[src/adi_regs.vh]
// register map, field positions, reset values and thresholds of the diag status block
`ifndef ADI_REGS_VH
`define ADI_REGS_VH

// byte offsets on the register bus
`define ADI_OFS_CTRL 8'h00
`define ADI_OFS_STATUS 8'h04
`define ADI_OFS_QUALITY 8'h08
`define ADI_OFS_DIAG 8'h0c
`define ADI_OFS_RANGE 8'h10
`define ADI_OFS_INT_STAT 8'h14
`define ADI_OFS_INT_MASK 8'h18

// control register fields
`define ADI_CTRL_EN_LSB 0
`define ADI_CTRL_WDE_LSB 8
`define ADI_CTRL_RNG_LSB 16
`define ADI_CTRL_RUN_BIT 24
`define ADI_CTRL_RESET 32'h00ff_ffff

// status register fields
`define ADI_ST_LOST_BIT 0
`define ADI_ST_ANY_BIT 1
`define ADI_ST_RUN_BIT 2
`define ADI_ST_CNT_LSB 8

// per-channel byte lanes of the flag registers
`define ADI_LANE0_LSB 0
`define ADI_LANE1_LSB 8
`define ADI_LANE2_LSB 16
`define ADI_LANE3_LSB 24

// interrupt status and mask bits
`define ADI_INT_W 3
`define ADI_INT_DIAG_BIT 0
`define ADI_INT_EVT_BIT 1
`define ADI_INT_LOST_BIT 2
`define ADI_INT_MASK_RESET 3'h0

// diagnostic conditions counted per channel
`define ADI_NCOND 5
`define ADI_C_OPEN 0
`define ADI_C_HOT 1
`define ADI_C_SUPPLY 2
`define ADI_C_BELOW 3
`define ADI_C_ABOVE 4

// current thresholds in microamps: 3.0 mA and 23.0 mA
`define ADI_UNDER_UA 16'h0bb8
`define ADI_OVER_UA 16'h59d8

`define ADI_CNT_RESET 8'h00
`define ADI_DATA_ZERO 32'h0000_0000

`endif

[src/adi_chan.v]
// per-channel condition and quality flag evaluation
`timescale 1ns/100ps
`include "adi_regs.vh"
module adi_chan #(
  parameter [15:0] UNC_LO_UA = 16'h0f3c,
  parameter [15:0] UNC_HI_UA = 16'h4e84
) (
  input wire clk_i,
  input wire rst_i,
  input wire conv_valid_i,
  input wire [15:0] conv_data_i,
  input wire conv_nan_i,
  input wire enable_i,
  input wire wire_detect_en_i,
  input wire range_4_20_i,
  input wire wire_open_i,
  input wire removable_terminal_block_out_i,
  input wire short_i,
  input wire field_supply_ok_i,
  input wire overheat_i,
  input wire warm_i,
  input wire offset_bad_i,
  input wire cal_fault_i,
  input wire cal_busy_i,
  output wire [`ADI_NCOND-1:0] cond_d_o,
  output wire [`ADI_NCOND-1:0] cond_q_o,
  output reg bad_o,
  output reg doubtful_o,
  output reg nonnumeric_o
);

  reg [`ADI_NCOND-1:0] cond_q;
  reg [`ADI_NCOND-1:0] cond_d;
  wire upd;
  wire below;
  wire above;
  wire broken;
  wire slight;
  wire bad_d;
  wire doubtful_d;

  // a disabled channel gets no conversions, so it is re-evaluated every cycle
  assign upd = conv_valid_i | ~enable_i;
  assign below = conv_data_i <= `ADI_UNDER_UA;
  assign above = range_4_20_i & (conv_data_i >= `ADI_OVER_UA);
  assign broken = wire_detect_en_i & (wire_open_i | removable_terminal_block_out_i);
  assign slight = (conv_data_i < UNC_LO_UA & ~below) |
                  (range_4_20_i & conv_data_i > UNC_HI_UA & ~above);
  assign bad_d = ~enable_i | broken | below | above | short_i;
  assign doubtful_d = slight | warm_i | offset_bad_i | cal_fault_i | cal_busy_i;

  always @*
  begin
    cond_d = cond_q;
    if (upd)
    begin
      cond_d[`ADI_C_OPEN] = broken;
      cond_d[`ADI_C_HOT] = overheat_i;
      cond_d[`ADI_C_SUPPLY] = ~field_supply_ok_i;
      cond_d[`ADI_C_BELOW] = below;
      cond_d[`ADI_C_ABOVE] = above;
    end
  end

  always @(posedge clk_i)
  begin
    if (rst_i)
    begin
      cond_q <= {`ADI_NCOND{1'b0}};
      bad_o <= 1'b0;
      doubtful_o <= 1'b0;
      nonnumeric_o <= 1'b0;
    end
    else
    begin
      cond_q <= cond_d;
      if (upd)
      begin
        bad_o <= bad_d;
        doubtful_o <= doubtful_d;
      end
      if (conv_valid_i)
        nonnumeric_o <= conv_nan_i;
    end
  end

  assign cond_d_o = cond_d;
  assign cond_q_o = cond_q;

endmodule // adi_chan

[src/adi_diag_status.v]
// eight-channel analog input diagnostic status with wishbone register slave
//
// Our own choices: the register offsets and register access over Wishbone.
`timescale 1ns/100ps
module adi_diag_status #(
  parameter NCH = 8,
  parameter [15:0] UNC_LO_UA = 16'h0f3c,
  parameter [15:0] UNC_HI_UA = 16'h4e84
) (
  input wire clk_i,
  input wire rst_i,
  // wishbone classic slave
  input wire cyc_i,
  input wire stb_i,
  input wire we_i,
  input wire [7:0] adr_i,
  input wire [3:0] sel_i,
  input wire [31:0] dat_i,
  output reg [31:0] dat_o,
  output reg ack_o,
  output wire irq_o,
  // link state
  input wire host_conn_active_i,
  // conversion results, one lane per channel
  input wire [NCH-1:0] conv_valid_i,
  input wire [NCH*16-1:0] conv_data_i,
  input wire [NCH-1:0] conv_nan_i,
  // field and analog front-end conditions
  input wire [NCH-1:0] wire_open_i,
  input wire removable_terminal_block_out_i,
  input wire [NCH-1:0] short_i,
  input wire [NCH-1:0] field_supply_ok_i,
  input wire module_overheat_i,
  input wire [NCH-1:0] warm_i,
  input wire [NCH-1:0] offset_bad_i,
  input wire [NCH-1:0] cal_fault_i,
  input wire [NCH-1:0] cal_busy_i,
  // flags for the host's input data
  output reg connection_lost_flag_o,
  output wire channel_run_state_o,
  output wire any_diag_flag_o,
  output wire [7:0] diag_event_counter_o,
  output wire [NCH-1:0] chan_bad_o,
  output wire [NCH-1:0] chan_doubtful_o,
  output wire [NCH-1:0] chan_broken_wire_flag_o,
  output wire [NCH-1:0] chan_overheat_flag_o,
  output wire [NCH-1:0] chan_field_supply_missing_o,
  output wire [NCH-1:0] chan_nonnumeric_flag_o,
  output wire [NCH-1:0] chan_below_range_o,
  output wire [NCH-1:0] chan_above_range_o
);

`include "adi_regs.vh"

  localparam NC = NCH * `ADI_NCOND;

  reg [31:0] ctrl_q;
  reg [7:0] cnt_q;
  reg [7:0] cnt_d;
  reg any_q;
  reg [`ADI_INT_W-1:0] int_stat_q;
  reg [`ADI_INT_W-1:0] int_stat_d;
  reg [`ADI_INT_W-1:0] int_mask_q;
  reg [31:0] rd_d;

  wire [NC-1:0] cond_d;
  wire [NC-1:0] cond_q;
  wire [NCH-1:0] bad;
  wire [NCH-1:0] doubtful;
  wire [NCH-1:0] nonnum;
  wire [NCH-1:0] open_v;
  wire [NCH-1:0] hot_v;
  wire [NCH-1:0] sup_v;
  wire [NCH-1:0] blw_v;
  wire [NCH-1:0] abv_v;
  wire any_d;
  wire [5:0] nchg;
  wire req;
  wire wr_go;
  wire [31:0] wmask;
  wire [31:0] mask_wr;
  wire [31:0] ist_ext;
  wire [`ADI_INT_W-1:0] int_evt;
  wire [`ADI_INT_W-1:0] int_clr;

  // number of set bits in the change vector
  function [5:0] popcnt;
    input [NC-1:0] v;
    integer k;
    reg [5:0] acc;
    begin
      acc = 6'h00;
      for (k = 0; k < NC; k = k + 1)
        acc = acc + {5'h00, v[k]};
      popcnt = acc;
    end
  endfunction

  // add with wrap past 255 that lands one higher, never on zero
  function [7:0] wrap_add;
    input [7:0] c;
    input [5:0] n;
    reg [8:0] s;
    begin
      s = {1'b0, c} + {3'h0, n};
      if (s[8])
        wrap_add = s[7:0] + 8'h01;
      else
        wrap_add = s[7:0];
    end
  endfunction

  // merge write data into a word, honouring byte selects
  function [31:0] merge;
    input [31:0] old;
    input [31:0] nw;
    input [31:0] m;
    begin
      merge = (old & ~m) | (nw & m);
    end
  endfunction

  genvar g;
  generate
    for (g = 0; g < NCH; g = g + 1)
    begin : g_ch
      adi_chan #(
        .UNC_LO_UA(UNC_LO_UA),
        .UNC_HI_UA(UNC_HI_UA)
      ) u_chan (
        .clk_i(clk_i),
        .rst_i(rst_i),
        .conv_valid_i(conv_valid_i[g]),
        .conv_data_i(conv_data_i[g*16 +: 16]),
        .conv_nan_i(conv_nan_i[g]),
        .enable_i(ctrl_q[`ADI_CTRL_EN_LSB + g]),
        .wire_detect_en_i(ctrl_q[`ADI_CTRL_WDE_LSB + g]),
        .range_4_20_i(ctrl_q[`ADI_CTRL_RNG_LSB + g]),
        .wire_open_i(wire_open_i[g]),
        .removable_terminal_block_out_i(removable_terminal_block_out_i),
        .short_i(short_i[g]),
        .field_supply_ok_i(field_supply_ok_i[g]),
        .overheat_i(module_overheat_i),
        .warm_i(warm_i[g]),
        .offset_bad_i(offset_bad_i[g]),
        .cal_fault_i(cal_fault_i[g]),
        .cal_busy_i(cal_busy_i[g]),
        .cond_d_o(cond_d[g*`ADI_NCOND +: `ADI_NCOND]),
        .cond_q_o(cond_q[g*`ADI_NCOND +: `ADI_NCOND]),
        .bad_o(bad[g]),
        .doubtful_o(doubtful[g]),
        .nonnumeric_o(nonnum[g])
      );
      assign open_v[g] = cond_q[g*`ADI_NCOND + `ADI_C_OPEN];
      assign hot_v[g] = cond_q[g*`ADI_NCOND + `ADI_C_HOT];
      assign sup_v[g] = cond_q[g*`ADI_NCOND + `ADI_C_SUPPLY];
      assign blw_v[g] = cond_q[g*`ADI_NCOND + `ADI_C_BELOW];
      assign abv_v[g] = cond_q[g*`ADI_NCOND + `ADI_C_ABOVE];
    end
  endgenerate

  // summary from the next flag values, so it moves at the same edge as the flags
  assign any_d = |cond_d;
  assign nchg = popcnt(cond_d ^ cond_q);

  // simultaneous changes each count; counting stays exact at the cost of an adder
  always @*
  begin
    cnt_d = cnt_q;
    if (nchg != 6'h00)
      cnt_d = wrap_add(cnt_q, nchg);
  end

  // bus handshake: ack one cycle after the request, dropped the cycle after
  assign req = cyc_i & stb_i;
  assign wr_go = req & we_i & ack_o;
  assign wmask = {{8{sel_i[3]}}, {8{sel_i[2]}}, {8{sel_i[1]}}, {8{sel_i[0]}}};
  assign ist_ext = {{(32-`ADI_INT_W){1'b0}}, int_stat_q};
  assign mask_wr = merge({{(32-`ADI_INT_W){1'b0}}, int_mask_q}, dat_i, wmask);

  assign int_evt[`ADI_INT_DIAG_BIT] = any_d & ~any_q;
  assign int_evt[`ADI_INT_EVT_BIT] = (nchg != 6'h00);
  assign int_evt[`ADI_INT_LOST_BIT] = ~host_conn_active_i & ~connection_lost_flag_o;
  assign int_clr = (wr_go && adr_i == `ADI_OFS_INT_STAT) ?
                   (dat_i[`ADI_INT_W-1:0] & wmask[`ADI_INT_W-1:0]) :
                   {`ADI_INT_W{1'b0}};

  // a new event in the clearing cycle survives the clear
  always @*
  begin
    int_stat_d = (int_stat_q & ~int_clr) | int_evt;
  end

  always @*
  begin
    rd_d = `ADI_DATA_ZERO;
    case (adr_i)
      `ADI_OFS_CTRL:
        rd_d = ctrl_q;
      `ADI_OFS_STATUS:
      begin
        rd_d[`ADI_ST_LOST_BIT] = connection_lost_flag_o;
        rd_d[`ADI_ST_ANY_BIT] = any_q;
        rd_d[`ADI_ST_RUN_BIT] = channel_run_state_o;
        rd_d[`ADI_ST_CNT_LSB +: 8] = cnt_q;
      end
      `ADI_OFS_QUALITY:
      begin
        rd_d[`ADI_LANE0_LSB +: NCH] = bad;
        rd_d[`ADI_LANE1_LSB +: NCH] = doubtful;
      end
      `ADI_OFS_DIAG:
      begin
        rd_d[`ADI_LANE0_LSB +: NCH] = open_v;
        rd_d[`ADI_LANE1_LSB +: NCH] = hot_v;
        rd_d[`ADI_LANE2_LSB +: NCH] = sup_v;
        rd_d[`ADI_LANE3_LSB +: NCH] = nonnum;
      end
      `ADI_OFS_RANGE:
      begin
        rd_d[`ADI_LANE0_LSB +: NCH] = blw_v;
        rd_d[`ADI_LANE1_LSB +: NCH] = abv_v;
      end
      `ADI_OFS_INT_STAT:
        rd_d = ist_ext;
      `ADI_OFS_INT_MASK:
        rd_d[`ADI_INT_W-1:0] = int_mask_q;
      default:
        rd_d = `ADI_DATA_ZERO;
    endcase
  end

  always @(posedge clk_i)
  begin
    if (rst_i)
    begin
      ack_o <= 1'b0;
      dat_o <= `ADI_DATA_ZERO;
      ctrl_q <= `ADI_CTRL_RESET;
      int_mask_q <= `ADI_INT_MASK_RESET;
    end
    else
    begin
      ack_o <= req & ~ack_o;
      if (req & ~ack_o)
        dat_o <= rd_d;
      if (wr_go && adr_i == `ADI_OFS_CTRL)
        ctrl_q <= merge(ctrl_q, dat_i, wmask);
      if (wr_go && adr_i == `ADI_OFS_INT_MASK)
        int_mask_q <= mask_wr[`ADI_INT_W-1:0];
    end
  end

  always @(posedge clk_i)
  begin
    if (rst_i)
    begin
      cnt_q <= `ADI_CNT_RESET;
      any_q <= 1'b0;
      int_stat_q <= {`ADI_INT_W{1'b0}};
      connection_lost_flag_o <= 1'b1;
    end
    else
    begin
      cnt_q <= cnt_d;
      any_q <= any_d;
      int_stat_q <= int_stat_d;
      connection_lost_flag_o <= ~host_conn_active_i;
    end
  end

  assign irq_o = |(int_stat_q & int_mask_q);
  assign channel_run_state_o = ctrl_q[`ADI_CTRL_RUN_BIT] & ~connection_lost_flag_o;
  assign any_diag_flag_o = any_q;
  assign diag_event_counter_o = cnt_q;
  assign chan_bad_o = bad;
  assign chan_doubtful_o = doubtful;
  assign chan_broken_wire_flag_o = open_v;
  assign chan_overheat_flag_o = hot_v;
  assign chan_field_supply_missing_o = sup_v;
  assign chan_nonnumeric_flag_o = nonnum;
  assign chan_below_range_o = blw_v;
  assign chan_above_range_o = abv_v;

endmodule // adi_diag_status

[config.mk]
export PLATFORM = sky130hd
export DESIGN_NAME = adi_diag_status
export DESIGN_NICKNAME = d
export VERILOG_FILES = /design/src/adi_chan.v /design/src/adi_diag_status.v
export VERILOG_INCLUDE_DIRS = /design/src
export SDC_FILE = /design/constraint.sdc
export NUM_CORES = 1
export LEC_CHECK = 0
export CORE_AREA = 2 2 140 142
export DETAILED_ROUTE_END_ITERATION = 16
export DIE_AREA = 0 0 142 144
export DONT_BUFFER_PORTS = 1
export PLACE_DENSITY = 0.72
export SYNTH_ARGS = -nofsm -noshare
export SYNTH_HDL_FRONTEND = slang
export SYNTH_SLANG_ARGS = --single-unit
[constraint.sdc]
create_clock -name clk_i -period 11.5 [get_ports clk_i]
set_input_delay 2.3 -clock clk_i [delete_from_list [all_inputs] [get_ports clk_i]]
set_output_delay 2.3 -clock clk_i [all_outputs]
set_load 0.05 [all_outputs]
Yosys cells after proc, flatten, opt, wreduce, memory -nomap -nowiden
Index checks and enable logic that the tools add are counted.
- add/sub/neg operators: 41
- $lt $le $gt $ge: 32
- eq/ne operators: 6
- muxes and demuxes: 14
- bitwise logic cells: 183
- reductions and logical operators: 7
- operators by type and width (cell ; number):
    adder 6 x 1 -> 6 bit ; 34
    greater-or-equal comparator 16 x 15 -> 1 bit, second input constant ; 8
    greater-than comparator 16 x 15 -> 1 bit, second input constant ; 8
    less-or-equal comparator 16 x 12 -> 1 bit, second input constant ; 8
    less-than comparator 16 x 12 -> 1 bit, second input constant ; 8
    bitwise OR 1 bit ; 88
    AND 32 bit ; 2
    AND 1 bit ; 47
    2-to-1 mux 5 bit ; 8
    case mux 8 bit (5 select lines) ; 1
    OR reduction 40 bit ; 1
    bitwise XOR 40 bit ; 1
    NOT 1 bit ; 36
    NOT 32 bit ; 1
    bitwise OR 32 bit ; 1
    case mux 16 bit (2 select lines) ; 1
    == test 8 x 5 -> 1 bit, second input constant ; 3
    case mux 3 bit (7 select lines) ; 1
    case mux 5 bit (4 select lines) ; 1
    == test 8 x 4 -> 1 bit, second input constant ; 2
    AND 3 bit ; 4
    adder 8 x 6 -> 9 bit ; 1
    adder 8 x 1 -> 8 bit, second input constant ; 1
    == test 8 x 3 -> 1 bit, second input constant ; 1
    other kinds (13) ; 16
- flip-flop bits (word level): 145
- input bits: 252
- output and inout bits: 109
- logic and storage cells: 323

Depth between registers and ports, before layout
- word-level depth: 46
- depth in mapped cells: 31
- gate-level depth less buffers: 31

Modules after synthesis
Synthesis repeated with hierarchy kept, for this count alone.
- cells, all modules: 1164
- area, all modules: 9923.3 µm²
- by module, submodules not included (module ; instances ; cells an instance ; area an instance (µm²) ; sequential area each (µm²)):
    adi_diag_status ; 1 ; 620 ; 5408.9 ; 1621.6
    adi_chan ; 8 ; 68 ; 564.3 ; 160.2

Worst setup path before layout
No wires, ideal clock.
- path type: input -> register
- start: input port conv_data_i[38]
- end: register cnt_q[5] (netlist: diag_event_counter_o[5])
- arrival: 9.944 ns
- required time: 11.414 ns
- slack: 1.471 ns
- cell stages on the path: 25
- path buffers: 0
- path through: or4_1 -> or4_1 -> a21oi_1 -> xor2_1 -> nand2_1 -> fa_1 -> inv_1 -> fa_1 -> fa_1 -> fa_1 -> fa_1 -> inv_1 -> fa_1 -> fa_1 -> inv_1 -> ha_1 -> inv_1 -> fa_1 -> fa_1 -> xor2_1 -> or3b_2 -> a211oi_1 -> nand3b_1 -> xor2_1 -> a211oi_1
- word-level cells in the longest chain between the ends: 33
- elaborated cells between the ends (all ways): 36
- classes of those cells: add/sub: 29; order compare: 2; mux: 2; bitwise: 2; reduce/logical: 1
- RTL lines (what ; line ; source):
    from (decl) ; adi_diag_status.v:26 ; input wire [NCH*16-1:0] conv_data_i,
    less-or-equal comparator 16 x 12 -> 1 bit (no line) or greater-or-equal comparator 16 x 15 -> 1 bit (tied branches) ; - ;
    2-to-1 mux 5 bit (*) ; adi_chan.v:55 ; if (upd)
    bitwise XOR 40 bit (*) ; adi_diag_status.v:164 ; assign nchg = popcnt(cond_d ^ cond_q);
    adder 6 x 1 -> 6 bit or bitwise XOR 40 bit (tied branches) ; adi_diag_status.v:94, adi_diag_status.v:164 ;
    adder 6 x 1 -> 6 bit (*) (26 in series) ; adi_diag_status.v:94 ; acc = acc + {5'h00, v[k]};
    adder 8 x 6 -> 9 bit ; adi_diag_status.v:105 ; s = {1'b0, c} + {3'h0, n};
    adder 8 x 1 -> 8 bit ; adi_diag_status.v:107 ; wrap_add = s[7:0] + 8'h01;
    2-to-1 mux 8 bit ; adi_diag_status.v:106 ; if (s[8])
    to (signal assigned) ; adi_diag_status.v:258 ; cnt_q <= `ADI_CNT_RESET;
    to (signal assigned) ; adi_diag_status.v:265 ; cnt_q <= cnt_d;
    to (decl) ; adi_diag_status.v:58 ; reg [7:0] cnt_q;
Every way passes the cells marked *; elsewhere a longest branch is shown, timed or not.
A chain may end at the register's enable or synchronous reset.

Worst setup path after layout
Ends and elaborated chain as after synthesis.

==> impl_metrics.csv <==
group,metric,value,unit
status,status,"finished, final reports clean",
die,io_pins,361,
route,drcViolationCount,0,
pwr,combPwrFrac,59.2,%
die,dieArea,20400,um2
critical_path,cp_top_family,"adder cells",
yosys,yosys_register_bits,145,
yosys,synthArstFlopShare,0,%
timing,setup_viol,0,
die,die_w,142,um
critical_path,worst_path_max_delay_cell,"fa_1",
critical_path,end_kind,"register",
final_layout,fin_cells,1422,
global_route,grt_pass1_wl,49900,um
critical_path,crit_path_start_kind,"input port",
critical_path,crit_path_start,"conv_data_i[38]",
global_route,track_usage,32.3,%
critical_path,setup.worst_path.end,"diag_event_counter_o[5]$_SDFFE_PP0P_",
placed_design,gp_congestion,0.949,
clocking,htree_num_levels,4,
job,maxCapViolations,0,
critical_path,r2r_cells,23,
yosys,yosysUniqueCellTypes,68,
pwr,p_sw_share,44.1,%
pwr,p_clk_share,18.7,%
critical_path,max_stage_delay,0.55,ns
critical_path,cp_data_required_time,11.85,ns
timing,tns,0,ns
pwr,p_switching,1.40,mW
yosys,synth_nets,1526,
placed_design,dp_hpwl,26700,um
global_route,grt_max_degree,148,
yosys,synth_edf_count,0,
timing,hold_slack,0.502,ns
final_layout,drive_above_1_share,4.66,%
clocking,root_buffer,"clkbuf_16",
critical_path,crit_type,"input port to register",
pwr,power_density,301,nW/um2
critical_path,cp.arrival,10.42,ns
yosys,synth_cells,1223,
timing,period_share,87.6,%
timing,relSlewSlack,13.2,%
yosys,yosysSeqAreaShare,29.3,%
pwr,p_leak,4.12,nW
timing,worst_slew_pin_slew,1.30,ns
timing,rsz0062_at_grt,"no",
global_route,gr-total-overflow,0,
clocking,cts_tree,"built",
clocking,cts.reportedPaths.clkPinSlew,0.06,ns
critical_path,reg2reg_to,"diag_event_counter_o[5]$_SDFFE_PP0P_",
worst_hold_path,hold_class,"register to register",
die,core.rowCount,51,
route,vias,9283,
pwr,irDropWorstVdd,0.000330,V
yosys,synth.avg_cell_area,8.11,um2
clocking,cts_resized,0,
global_route,grt_pass1_vias,8637,
critical_path,crit_fanout,5,
critical_path,crit_buf_inv,4,
timing,hold_viol_final,0,
final_layout,regArea,2900,um2
die,die-height,144,um
yosys,yosys_warnings,0,
route,wl_per_cell,24.0,um
critical_path,crit_top_cell,"fa_1",
route,antenna_left,0,
final_layout,final.fill_count,1782,
clocking,cts_sinks,145,
global_route,antenna_found_initial,3,
clocking,cts-buffers-inserted,17,
final_layout,fin_nets,1472,
route,via_per_inst,6.53,
final_layout,multi_input_area,6440,um2
critical_path,cp.depth,25,
timing,maxSlewViolCount,0,
critical_path,rrSetupSlack,3.69,ns
route,routed_wl,34100,um
clocking,clockBufferDepth,2,
route,drt-initial-drc-count,632,
die,coreArea,19100,um2
yosys,synthesis.area,9910,um2
final_layout,areaGrowthSynthToFinish,6.03,%
timing,finalClockSkew,0.00832,ns
pwr,internal_power,1.77,mW
die,start_util,52.0,%
route,first_pass_iters,5,
clocking,worstSkewPairLatency,0.43,ns
clocking,postCtsSetupRepairBufs,0,
pwr,seqPwrFrac,22.0,%
placed_design,dp.cells,1388,
placed_design,io_buffers,0,
clocking,holdBufCountCts,0,
timing,fin_crit,10.07,ns
yosys,ys.flop_type,"dfxtp_1",
timing,max_freq,99.3,MHz
-- through the flow --
stage | total power, mW | worst slack, ns | cell area (um2) | utilization, %
6_report | 3.16 | 1.43 | 10500 | 55.1
3_3_place_gp | 2.53 | 1.11 | 9870 | 51.8
3_5_place_dp | 2.56 | 1.03 | 9870 | 51.8
2_1_floorplan | 2.26 | 1.47 | 9910 | -
4_1_cts | 3.17 | 1.43 | 10500 | 55.1
5_1_grt | 3.48 | 1.04 | 10500 | 55.1
-- per-layer routing --
layer  routed length [um]  GRT usage (%)  part of all wire [%]
met1                12900           37.7                    38
met2                16500           54.3                    48
met5                    0              0                     0
met4                 1460           15.3                   4.3
met3                 3230           9.80                   9.5
-- worst register-to-register path, cell delays in order, from the launching register on --
cell	delay [ns]
dfxtp_1	0.43
nor2b_1	0.63
nor2_1	0.19
fa_1	0.55
inv_1	0.06
fa_1	0.49
fa_1	0.52
inv_1	0.06
fa_1	0.47
fa_1	0.55
inv_1	0.06
fa_1	0.50
fa_1	0.55
inv_1	0.05
ha_1	0.20
inv_1	0.07
fa_1	0.45
fa_1	0.44
xor2_1	0.19
or3b_2	0.46
a211oi_1	0.30
nand3b_1	0.14
xor2_1	0.16
a211oi_1	0.22
-- synth_stat cells (7+ instances only) --
library cell / number / share of area [%]
a221oi_1: 17 / 1.5
a21oi_1: 63 / 3.2
nand4_1: 26 / 1.6
or4_1: 15 / 1.1
buf_4: 24 / 1.8
nor2_1: 167 / 6.3
nand2_1: 99 / 3.7
ha_1: 19 / 2.4
nand4b_1: 9 / 0.80
a211o_1: 26 / 2.3
a31oi_1: 11 / 0.69
and3_1: 24 / 1.5
a22oi_1: 8 / 0.61
fa_1: 32 / 6.5
a211oi_1: 32 / 2.4
o22ai_1: 10 / 0.63
nor4_1: 26 / 1.6
o21a_1: 11 / 0.83
o31ai_1: 8 / 0.61
nand2b_1: 16 / 1.0
dfxtp_1: 145 / 29
a311oi_1: 7 / 0.62
clkbuf_1: 46 / 1.7
a21o_1: 11 / 0.83
nor3_1: 41 / 2.1
nand3_1: 25 / 1.3
o21ai_0: 27 / 1.4
mux2i_1: 54 / 5.5
xor2_1: 23 / 2.0
inv_1: 51 / 1.9
nor2b_1: 26 / 1.6
xnor2_1: 28 / 2.5
-- kinds of logic (layout without fill, tap and decap cells) --
logic type | after synthesis | after routing | synth area share [%]
and+or+nand+nor | 511 | 511 | 25.8
AOI/OAI and AO/OA | 279 | 279 | 19.9
DFF | 145 | 145 | 29.3
buffers and inverters | 130 | 88 | 5.96
muxes | 56 | 56 | 5.68
adders and majority gates | 51 | 51 | 8.86
xor gates and xnor gates | 51 | 51 | 4.51
other | 0 | 3 | 0
-- power groups by stage --
stage | clock [mW] | sequential, mW | combinational [mW]
global placement | 0 | 0.708 | 1.82
detailed placement | 0 | 0.709 | 1.85
CTS | 0.596 | 0.697 | 1.88
finish | 0.592 | 0.697 | 1.87
floorplan | 0 | 0.661 | 1.60
global route | 0.617 | 0.701 | 2.17
-- cells in the final DEF, fill, tap and decap left out, types with 26 or more instances in the layout --
cell type	count
fa_1	32
xnor2_1	28
mux2i_1	54
o21ai_0	27
nor3_1	40
a21oi_1	63
nor4_1	26
dfxtp_1	145
nor2_1	165
nand2_1	99
inv_1	51
nor2b_1	26
a211oi_1	32
nand4_1	26
a211o_1	26
-- worst min path at each step --
stage,from,endpoint,slack [ns],cells past startpoint
2_1_floorplan,register,g_ch[1].u_chan.bad_o$_SDFFE_PP0N_,0.44,1
3_3_place_gp,register,register,0.48,2
3_5_place_dp,register,register,0.49,2
4_1_cts,register,register,0.50,2
5_1_grt,register,register,0.53,2
6_report,register,register,0.50,2
-- cell type report --
type / count / share of cell area, %
multi-input cells: 948 / 61.2
flip-flops and latches: 145 / 27.6
inverters: 51 / 1.82
repair buffers: 6 / 0.428
clock inverters: 10 / 1.43
well taps: 238 / 2.83
clock buffers: 21 / 4.57
diodes: 3 / 0.0714
No activity file was read; power rests on OpenSTA's default activity.
